### src/common/teb_consts.svh
// constants of the touch event buffer I2C slave
`ifndef TEB_CONSTS_SVH
`define TEB_CONSTS_SVH

// ------------------------------------------------------------
// bus addresses
// ------------------------------------------------------------
`define TEB_CFG_ADDR 7'h60
`define TEB_ADDR_W 7

// ------------------------------------------------------------
// event types in sensing mode
// ------------------------------------------------------------
`define TEB_TYPE_TOUCH 4'h0
`define TEB_TYPE_RELEASE 4'h1
`define TEB_TYPE_PROX 4'h3

// ------------------------------------------------------------
// command types in configuration loading mode
// ------------------------------------------------------------
`define TEB_CMD_MODE 4'h8
`define TEB_CMD_UNLOCK 4'h9
`define TEB_CMD_ERASE 4'ha
`define TEB_CMD_WRCFG 4'hb
`define TEB_CMD_WRCRC 4'hc
`define TEB_MODE_ARG 8'h01

// ------------------------------------------------------------
// data bytes and sizes
// ------------------------------------------------------------
`define TEB_PROFILE_OK 8'h80
`define TEB_PROFILE_BAD 8'h01
`define TEB_ZERO_BYTE 8'h00
`define TEB_IDLE_BYTE 8'hff
`define TEB_FIFO_DEPTH 22
`define TEB_MAX_PER_PERIOD 12
`define TEB_LAST_BYTE 2'h2
`define TEB_CNT_RST 4'h0

`endif

### src/common/teb_pkg.sv
// types of the touch event buffer I2C slave
package teb_pkg;

	// kind of qualified event from the sensing engine
	typedef enum logic [1:0] {
		TEB_KIND_TOUCH = 2'h0,
		TEB_KIND_RELEASE = 2'h1,
		TEB_KIND_PROX = 2'h2
	} teb_kind_t;

	// event as offered by the sensing engine
	typedef struct packed {
		teb_kind_t kind;
		logic [7:0] sensorIndex;
	} teb_evt_t;

	// queued packet: counter, type, first description byte
	typedef struct packed {
		logic [3:0] cnt;
		logic [3:0] typ;
		logic [7:0] desc;
	} teb_pkt_t;

	// sampled bus pins
	typedef struct packed {
		logic scl;
		logic sda;
	} teb_i2c_in_t;

	// bus conditions seen by the slave
	typedef struct packed {
		logic sclRise;
		logic sclFall;
		logic start;
		logic stop;
		logic sda;
	} teb_cond_t;

	// slave state machine, one-hot
	typedef enum logic [6:0] {
		TEB_ST_IDLE = 7'h01,
		TEB_ST_ADDR = 7'h02,
		TEB_ST_AACK = 7'h04,
		TEB_ST_TX = 7'h08,
		TEB_ST_TACK = 7'h10,
		TEB_ST_RX = 7'h20,
		TEB_ST_RACK = 7'h40
	} teb_state_t;

endpackage

### src/hdl/teb_event_slave.sv
// event buffer I2C slave of the touch controller
//
// Behaviour
// RL1: reset leaves device in configuration loading mode
// RL2: valid profile plus mode command enters sensing
// RL3: one qualified event makes one whole packet
// RL4: bytes go out most significant bit first
// RL5: address, counter-and-type byte, two description bytes
// RL6: four-bit counter in upper nibble, wraps
// RL7: counter clears on entering sensing mode
// RL8: event type sits in lower nibble
// RL9: touch 0x0, release 0x1, proximity 0x3
// RL10: load commands 0x8 to 0xc in nibble
// RL11: sensor index then 0x00; proximity both zero
// RL12: pop only after last packet byte sent
// RL13: partial read resends packet from start
// RL14: early stop resets machine, keeps event
// RL15: empty buffer in sensing NACKs read address
// RL16: buffer holds twenty-two packets in order
// RL17: full buffer drops oldest events first
// RL18: at most twelve packets per scan period
// RL19: host should drain promptly at 400 kHz
// RL20: interrupt active while any packet queued
// RL21: sensing interrupt is active-low push-pull output
// RL22: sensing answers only the profile slave address
`timescale 1ns/1ps
`include "teb_consts.svh"
module teb_event_slave
	import teb_pkg::*;
#(
	parameter int DEPTH = `TEB_FIFO_DEPTH,
	parameter int MAX_PER_PERIOD = `TEB_MAX_PER_PERIOD
) (
	input wire logic mclk,
	input wire logic sys_rst,
	input teb_i2c_in_t i2cIn,
	output logic sdaOut,
	output logic sdaOe,
	input wire logic intIn,
	output logic intOut_n,
	output logic intOe,
	input wire logic evValid,
	input teb_evt_t evData,
	input wire logic scanTick,
	input wire logic profileValid,
	input wire logic [`TEB_ADDR_W-1:0] slaveAddr,
	output logic sensingMode
);

	teb_cond_t cond;
	teb_state_t state;
	teb_pkt_t pushPkt;
	teb_pkt_t headPkt;
	logic [3:0] pktCnt;
	logic [3:0] perPeriod;
	logic [3:0] bitCnt;
	logic [7:0] shift;
	logic [1:0] byteIdx;
	logic [3:0] cmd;
	logic rw;
	logic modeReq;
	logic fifoEmpty;
	logic pushOk;
	logic pop;
	logic addrHit;
	logic lastByte;
	logic [7:0] txFirst;
	logic [7:0] txNext;

	// ------------------------------------------------------------
	// bus conditions and packet buffer
	// ------------------------------------------------------------
	teb_bus_cond u_cond (
		.mclk(mclk),
		.sys_rst(sys_rst),
		.pins(i2cIn),
		.cond(cond)
	);

	// RL16: twenty-two entry queue
	// RL17: full queue drops oldest
	teb_event_fifo #(
		.WIDTH($bits(teb_pkt_t)),
		.DEPTH(DEPTH)
	) u_fifo (
		.mclk(mclk),
		.sys_rst(sys_rst),
		.push(pushOk),
		.pushData(pushPkt),
		.pop(pop),
		.headData(headPkt),
		.empty(fifoEmpty)
	);

	// ------------------------------------------------------------
	// operating mode
	// ------------------------------------------------------------
	// RL1: reset into loading mode
	// RL2: sticky switch on stop after command
	always_ff @(posedge mclk or posedge sys_rst) begin
		if (sys_rst) begin
			sensingMode <= 1'b0;
		end else if (cond.stop & modeReq & profileValid) begin
			sensingMode <= 1'b1;
		end
	end

	// ------------------------------------------------------------
	// packet building
	// ------------------------------------------------------------
	// RL18: period budget caps pushes
	assign pushOk = sensingMode & evValid & (perPeriod < 4'(MAX_PER_PERIOD));

	// RL3: one packet per event
	// RL9: type codes by event kind
	// RL11: description byte by event kind
	always_comb begin
		pushPkt.cnt = pktCnt;
		pushPkt.typ = `TEB_TYPE_PROX;
		pushPkt.desc = `TEB_ZERO_BYTE;
		case (evData.kind)
			TEB_KIND_TOUCH: begin
				pushPkt.typ = `TEB_TYPE_TOUCH;
				pushPkt.desc = evData.sensorIndex;
			end
			TEB_KIND_RELEASE: begin
				pushPkt.typ = `TEB_TYPE_RELEASE;
				pushPkt.desc = evData.sensorIndex;
			end
			default: begin
				pushPkt.typ = `TEB_TYPE_PROX;
				pushPkt.desc = `TEB_ZERO_BYTE;
			end
		endcase
	end

	// RL6: wrapping packet counter
	// RL7: cleared until sensing starts
	always_ff @(posedge mclk or posedge sys_rst) begin
		if (sys_rst) begin
			pktCnt <= `TEB_CNT_RST;
		end else if (~sensingMode) begin
			pktCnt <= `TEB_CNT_RST;
		end else if (pushOk) begin
			pktCnt <= pktCnt + 4'h1;
		end
	end

	// RL18: packets counted per scan period
	always_ff @(posedge mclk or posedge sys_rst) begin
		if (sys_rst) begin
			perPeriod <= 4'h0;
		end else if (scanTick) begin
			perPeriod <= 4'h0;
		end else if (pushOk) begin
			perPeriod <= perPeriod + 4'h1;
		end
	end

	// ------------------------------------------------------------
	// interrupt pin
	// ------------------------------------------------------------
	// RL20: active while queue holds packets
	// RL21: driven low-active only in sensing
	always_ff @(posedge mclk or posedge sys_rst) begin
		if (sys_rst) begin
			intOut_n <= 1'b1;
			intOe <= 1'b0;
		end else begin
			intOut_n <= fifoEmpty;
			intOe <= sensingMode;
		end
	end

	// ------------------------------------------------------------
	// transmit byte selection
	// ------------------------------------------------------------
	// RL5: counter-type, description, zero byte
	function automatic logic [7:0] teb_tx_byte(input logic [1:0] idx);
		logic [7:0] b;
		b = `TEB_IDLE_BYTE;
		if (~sensingMode) begin
			b = profileValid ? `TEB_PROFILE_OK : `TEB_PROFILE_BAD;
		end else if (fifoEmpty) begin
			b = `TEB_IDLE_BYTE;
		end else if (idx == 2'h0) begin
			// RL8: type in low nibble
			b = {headPkt.cnt, headPkt.typ};
		end else if (idx == 2'h1) begin
			b = headPkt.desc;
		end else begin
			b = `TEB_ZERO_BYTE;
		end
		return b;
	endfunction

	// process form so head, mode and fill changes re-evaluate the bytes
	always_comb begin
		txFirst = teb_tx_byte(2'h0);
		txNext = teb_tx_byte(byteIdx);
	end
	assign lastByte = ~sensingMode | (byteIdx == `TEB_LAST_BYTE);

	// ------------------------------------------------------------
	// address match
	// ------------------------------------------------------------
	// RL22: profile address in sensing
	// RL15: reads refused while empty
	always_comb begin
		if (sensingMode) begin
			addrHit = (shift[7:1] == slaveAddr) & ~(shift[0] & fifoEmpty);
		end else begin
			addrHit = (shift[7:1] == `TEB_CFG_ADDR) & ~intIn;
		end
	end

	// RL12: pop as the last byte is acknowledged or not
	assign pop = sensingMode & (state == TEB_ST_TACK) & cond.sclRise & lastByte & ~fifoEmpty;

	// ------------------------------------------------------------
	// slave state machine
	// ------------------------------------------------------------
	// RL14: stop or start restarts the machine
	// RL13: byte index restarts at each start
	always_ff @(posedge mclk or posedge sys_rst) begin
		if (sys_rst) begin
			state <= TEB_ST_IDLE;
			bitCnt <= 4'h0;
			shift <= 8'h00;
			byteIdx <= 2'h0;
			rw <= 1'b0;
			sdaOe <= 1'b0;
		end else if (cond.start) begin
			state <= TEB_ST_ADDR;
			bitCnt <= 4'h0;
			byteIdx <= 2'h0;
			sdaOe <= 1'b0;
		end else if (cond.stop) begin
			state <= TEB_ST_IDLE;
			sdaOe <= 1'b0;
		end else begin
			case (state)
				TEB_ST_ADDR: begin
					if (cond.sclRise) begin
						shift <= {shift[6:0], cond.sda};
						bitCnt <= bitCnt + 4'h1;
					end else if (cond.sclFall & (bitCnt == 4'h8)) begin
						rw <= shift[0];
						sdaOe <= addrHit;
						state <= addrHit ? TEB_ST_AACK : TEB_ST_IDLE;
					end
				end
				TEB_ST_AACK: begin
					if (cond.sclFall) begin
						// RL4: first bit is the top bit
						if (rw) begin
							shift <= txFirst;
							sdaOe <= ~txFirst[7];
							bitCnt <= 4'h1;
							state <= TEB_ST_TX;
						end else begin
							sdaOe <= 1'b0;
							bitCnt <= 4'h0;
							state <= TEB_ST_RX;
						end
					end
				end
				TEB_ST_TX: begin
					if (cond.sclFall) begin
						if (bitCnt == 4'h8) begin
							sdaOe <= 1'b0;
							state <= TEB_ST_TACK;
						end else begin
							// RL4: shift toward the top
							sdaOe <= ~shift[6];
							shift <= {shift[6:0], 1'b0};
							bitCnt <= bitCnt + 4'h1;
						end
					end
				end
				TEB_ST_TACK: begin
					if (cond.sclRise) begin
						byteIdx <= lastByte ? 2'h0 : byteIdx + 2'h1;
						if (cond.sda) begin
							state <= TEB_ST_IDLE;
						end
					end else if (cond.sclFall) begin
						shift <= txNext;
						sdaOe <= ~txNext[7];
						bitCnt <= 4'h1;
						state <= TEB_ST_TX;
					end
				end
				TEB_ST_RX: begin
					if (cond.sclRise) begin
						shift <= {shift[6:0], cond.sda};
						bitCnt <= bitCnt + 4'h1;
					end else if (cond.sclFall & (bitCnt == 4'h8)) begin
						sdaOe <= 1'b1;
						state <= TEB_ST_RACK;
					end
				end
				TEB_ST_RACK: begin
					if (cond.sclFall) begin
						sdaOe <= 1'b0;
						bitCnt <= 4'h0;
						byteIdx <= (byteIdx == 2'h3) ? byteIdx : byteIdx + 2'h1;
						state <= TEB_ST_RX;
					end
				end
				default: begin
					sdaOe <= 1'b0;
				end
			endcase
		end
	end

	// ------------------------------------------------------------
	// command capture in loading mode
	// ------------------------------------------------------------
	// RL10: command nibble of first data byte
	always_ff @(posedge mclk or posedge sys_rst) begin
		if (sys_rst) begin
			cmd <= 4'h0;
			modeReq <= 1'b0;
		end else if (cond.start) begin
			modeReq <= 1'b0;
		end else if ((state == TEB_ST_RACK) & cond.sclFall & ~sensingMode) begin
			if (byteIdx == 2'h0) begin
				cmd <= shift[3:0];
			end else if (byteIdx == 2'h1) begin
				modeReq <= (cmd == `TEB_CMD_MODE) & (shift == `TEB_MODE_ARG);
			end
		end
	end

	// open-drain data pin only ever pulls low
	always_ff @(posedge mclk or posedge sys_rst) begin
		if (sys_rst) begin
			sdaOut <= 1'b0;
		end else begin
			sdaOut <= 1'b0;
		end
	end
endmodule

### src/hdl/teb_bus_cond.sv
// start, stop and clock edge detection on the I2C pins
`timescale 1ns/1ps
module teb_bus_cond
	import teb_pkg::*;
(
	input wire logic mclk,
	input wire logic sys_rst,
	input teb_i2c_in_t pins,
	output teb_cond_t cond
);

	teb_i2c_in_t last;

	// ------------------------------------------------------------
	// previous pin levels
	// ------------------------------------------------------------
	always_ff @(posedge mclk or posedge sys_rst) begin
		if (sys_rst) begin
			last <= '{scl: 1'b1, sda: 1'b1};
		end else begin
			last <= pins;
		end
	end

	// sda moving while scl high marks start or stop
	always_comb begin
		cond.sclRise = pins.scl & ~last.scl;
		cond.sclFall = ~pins.scl & last.scl;
		cond.start = pins.scl & last.scl & last.sda & ~pins.sda;
		cond.stop = pins.scl & last.scl & ~last.sda & pins.sda;
		cond.sda = pins.sda;
	end

endmodule

### src/hdl/teb_event_fifo.sv
// packet memory, first in first out, oldest dropped when full
`timescale 1ns/1ps
module teb_event_fifo #(
	parameter int WIDTH = 16,
	parameter int DEPTH = 22
) (
	input wire logic mclk,
	input wire logic sys_rst,
	input wire logic push,
	input wire logic [WIDTH-1:0] pushData,
	input wire logic pop,
	output logic [WIDTH-1:0] headData,
	output logic empty
);

	localparam int AW = $clog2(DEPTH);
	localparam logic [AW-1:0] LAST = AW'(DEPTH - 1);
	localparam logic [AW:0] FULLCNT = (AW + 1)'(DEPTH);

	logic [WIDTH-1:0] mem [DEPTH];
	logic [AW-1:0] wrPtr;
	logic [AW-1:0] rdPtr;
	logic [AW:0] count;
	logic full;
	logic advance;

	assign full = (count == FULLCNT);
	// a push into a full buffer throws the oldest entry away
	assign advance = (pop & ~empty) | (push & full);

	// ------------------------------------------------------------
	// storage
	// ------------------------------------------------------------
	always_ff @(posedge mclk) begin
		if (push) begin
			mem[wrPtr] <= pushData;
		end
	end

	// pointers wrap at the depth, not at a power of two
	always_ff @(posedge mclk or posedge sys_rst) begin
		if (sys_rst) begin
			wrPtr <= '0;
			rdPtr <= '0;
		end else begin
			if (push) begin
				wrPtr <= (wrPtr == LAST) ? '0 : wrPtr + 1'b1;
			end
			if (advance) begin
				rdPtr <= (rdPtr == LAST) ? '0 : rdPtr + 1'b1;
			end
		end
	end

	// fill level
	always_ff @(posedge mclk or posedge sys_rst) begin
		if (sys_rst) begin
			count <= '0;
		end else if (push & ~full & ~(pop & ~empty)) begin
			count <= count + 1'b1;
		end else if (~push & pop & ~empty) begin
			count <= count - 1'b1;
		end
	end

	// registered head entry and empty flag
	always_ff @(posedge mclk or posedge sys_rst) begin
		if (sys_rst) begin
			headData <= '0;
			empty <= 1'b1;
		end else begin
			headData <= mem[rdPtr];
			empty <= (count == '0);
		end
	end

endmodule

### config.mk
export PLATFORM = sky130hd
export DESIGN_NAME = teb_event_slave
export DESIGN_NICKNAME = d
export VERILOG_FILES = /design/src/common/teb_pkg.sv /design/src/hdl/teb_event_slave.sv /design/src/hdl/teb_bus_cond.sv /design/src/hdl/teb_event_fifo.sv
export VERILOG_INCLUDE_DIRS = /design/src /design/src/common
export SDC_FILE = /design/constraint.sdc
export NUM_CORES = 1
export LEC_CHECK = 0
export BUFFER_PORTS_ARGS = -buffer_cell sky130_fd_sc_hd__buf_2
export CORE_MARGIN = 5
export CORE_UTILIZATION = 35
export CTS_CLUSTER_DIAMETER = 60
export CTS_CLUSTER_SIZE = 12
export DETAILED_ROUTE_END_ITERATION = 8
export GPL_TIMING_DRIVEN = 0
export SKIP_LAST_GASP = 1
export SLEW_MARGIN = 15
export SYNTH_ARGS = -nofsm -noshare
export SYNTH_HDL_FRONTEND = slang
export SYNTH_HIERARCHICAL = 1
export SYNTH_SLANG_ARGS = --single-unit
### constraint.sdc
create_clock -name mclk -period 8.2 [get_ports mclk]
set_input_delay 0.41 -clock mclk [delete_from_list [all_inputs] [get_ports mclk]]
set_output_delay 0.41 -clock mclk [all_outputs]
set_load 0.01 [all_outputs]
==> metrics <==
Post-Syn Area per Cell 16.6 sq um; FF-to-FF path depth 13; CTS Root Cell clkbuf_16; Comb power frac 5.9%; switch share 22.0%; most frequent cells in the layout 352 x edfxtp_1, 69 x dfrtp_1, 65 x mux4_2; diodes inserted 0; final worst-path cycle share 46.4%; headroom to the max-slew limit 29.0%; dpl cells 1853; max_cap viols 0; GR Overflow Total 0; IO Pins 30; first-pass GRT wire length 64400 um; skew final 23.9 ps; area growth from synthesis to layout 15.0%; nets@finish 1266; Worst Setup EP u_fifo/count[4]; Final setup viols 0; antenna-violating nets left 0; drt total wl 42300 um; clock latency on the worst-skew pair 550 ps; CTS tree done; final hold vios 0; outcome completed; CP Class register to register; DP Area 0.0194 sq mm; CP Max Fanout 11; Psw 0.985 mW; H-tree Lvls 2; Die H 237 um; Slew Viols, Final 0; Hold Slack 53.7 ps; WP data arrival 4260 ps; Remaining DRCs 0; 1st-iter DRT viols 820; total number of vias 10200; Port Buf Inserts 28; main flop type after synthesis edfxtp_1; CP startpoint state[1]; Die W 237 um; Yosys top cell by area edfxtp_1; yosys warns 6; VDD IR max 0.138 mV; Total Power 4.49 mW; Vias per Instance 5.26; Final Worst Setup Slack 4390 ps; setup tns final 0 ps; DP Wirelength 28400 um; Rows 83; static leakage 6.91 nW; final instance count without filler cells 1935; First-pass DRT Iterations 5; clock slew at reported path FFs 60 ps; crit start category register; hold crit path type primary input to register; Final min period 3810 ps; WP data required 8660 ps; Worst setup EP type register; Reg2Reg Setup Slack 4390 ps; reg2reg end u_fifo/count[4]; Fmax achieved 263 MHz; largest net degree at the start of global routing 34; area share of the largest cell type after synthesis 58.8%; #FFs+latches synth 426; Initial Utilization 35.2%; main area contributors after synthesis edfxtp_1 59%, dfrtp_1 9.6%, mux4_2 8.1%; post_cts resized 0; most common cell after layout, fill and taps aside edfxtp_1; Slew @ Worst Pin 1070 ps; GRT Overall Usage 14.9%; RSZ-0062 raised after global routing false; Sink Count 426; cell area after synthesis 0.0180 sq mm; clock share of power 41.0%; total CTS buffers 43; R2R Path Start state[1]; EDFF count, synth 352; pwr/cell area 217 mW/mm^2; share of layout cells above drive strength 1 18.6%; CTS Buffer Depth 3; Final GP Congestion 0.893; number of global-route vias before repair 10400; Post-Syn Instances 1086; Die Area 0.0560 sq mm; sequential area share after synthesis 69.1%; FFs w/ async S/R, synth 17.4%; core area 0.0511 sq mm; initial antenna violation count 0; register share of total power 53.0%; DR WL/cell 21.9 um; synth unique cells 81; final core occ 40.5%; Placement Setup Slack 4350 ps; Final Cell Area 0.0207 sq mm; internal power 3.50 mW
==> what timing repair did <==
| action | in CTS | in global routing |
|---|---|---|
| hold buffers | 3 | 0 |
| hold endpoints to repair | 50 | 0 |
| setup buffers | 0 | 0 |
==> metal layers <==
metal	vias to the layer above	wire length, um	global-route usage (%)
li1	4554	-	-
met1	5229	18700	21.5
met2	324	19700	23.2
met3	65	2680	2.76
met4	0	1230	4.39
met5	-	0	0
==> power by group through the flow <==
stage | combinational (mW) | sequential, mW | clock, mW
after floorplan | 0.184 | 2.42 | 0
after global placement | 0.253 | 2.42 | 0
after detailed placement | 0.264 | 2.42 | 0
after CTS | 0.266 | 2.38 | 1.88
after global routing | 0.290 | 2.38 | 1.98
final | 0.266 | 2.38 | 1.84
==> sequential cells by signal (all words and copies together), names as in the netlist, 2 cells and up <==
register / cells
u_fifo/count: 6
perPeriod: 4
pktCnt: 4
bitCnt: 4
u_fifo/rdPtr: 5
u_cond/last: 2
u_fifo/mem: 352
shift: 8
u_fifo/wrPtr: 5
u_fifo/headData: 16
state: 7
byteIdx: 2
cmd: 4
==> cells in the mapped netlist (8+ instances only) <==
| cell type | count |
|---|---|
| edfxtp_1 | 352 |
| dfrtp_1 | 69 |
| mux4_2 | 65 |
| mux2i_1 | 54 |
| nand2_1 | 44 |
| o21ai_0 | 37 |
| clkbuf_1 | 35 |
| a22oi_1 | 32 |
| inv_1 | 24 |
| nor2_1 | 23 |
| and2_1 | 21 |
| nor2b_1 | 21 |
| a211oi_1 | 19 |
| ha_1 | 19 |
| nand3_1 | 19 |
| mux2_2 | 17 |
| nor3_1 | 17 |
| o22ai_1 | 16 |
| xnor2_1 | 15 |
| o211ai_1 | 14 |
| nand2b_1 | 13 |
| buf_2 | 12 |
| buf_4 | 9 |
| nor4_1 | 9 |
| o2111ai_1 | 8 |
==> logic make-up (layout without fill, tap and decap cells) <==
| kind of cell | Yosys count | after routing | share of synthesized area [%] |
|---|---|---|---|
| DFF | 426 | 426 | 69.1 |
| and+or+nand+nor | 217 | 217 | 6.84 |
| AOI/OAI and AO/OA | 178 | 178 | 7.16 |
| muxes | 137 | 137 | 12.3 |
| buffers and inverters | 87 | 212 | 2.21 |
| adders and majority gates | 20 | 20 | 1.43 |
| xor gates and xnor gates | 20 | 20 | 0.974 |
| other | 1 | 45 | 0.0208 |
==> worst min path at each step <==
stage / start / to / depth (start not counted)
5_1_grt: scanTick / perPeriod[0] / 2
3_5_place_dp: u_fifo/empty / intOut_n / 0
3_3_place_gp: u_fifo/empty / intOut_n / 0
4_1_cts: scanTick / perPeriod[0] / 2
6_report: scanTick / perPeriod[0] / 2
2_1_floorplan: sys_rst / u_cond/last[0] / 1
==> area by class of cell <==
type | count | area (sq um)
repair buffers | 46 | 360
multi-input cells | 617 | 5360
well taps | 680 | 851
clock inverters | 6 | 85.1
plain buffers | 63 | 309
inverters | 24 | 90.1
clock buffers | 73 | 1210
flip-flops and latches | 426 | 12400
fillers | 4680 | 30400
==> critical path, stage by stage, from the launching register on <==
cell      delay [ps]
dfrtp_1          350
clkbuf_1         200
or4b_2           710
or2_1            250
buf_2            190
nor3_1           290
nand2b_1         120
o211ai_1         390
inv_1            190
fa_1             510
nor2b_1          110
o21ai_0           90
nor3b_1          150
o31ai_1          170
Note: power is estimated with default switching activity, not from simulation.
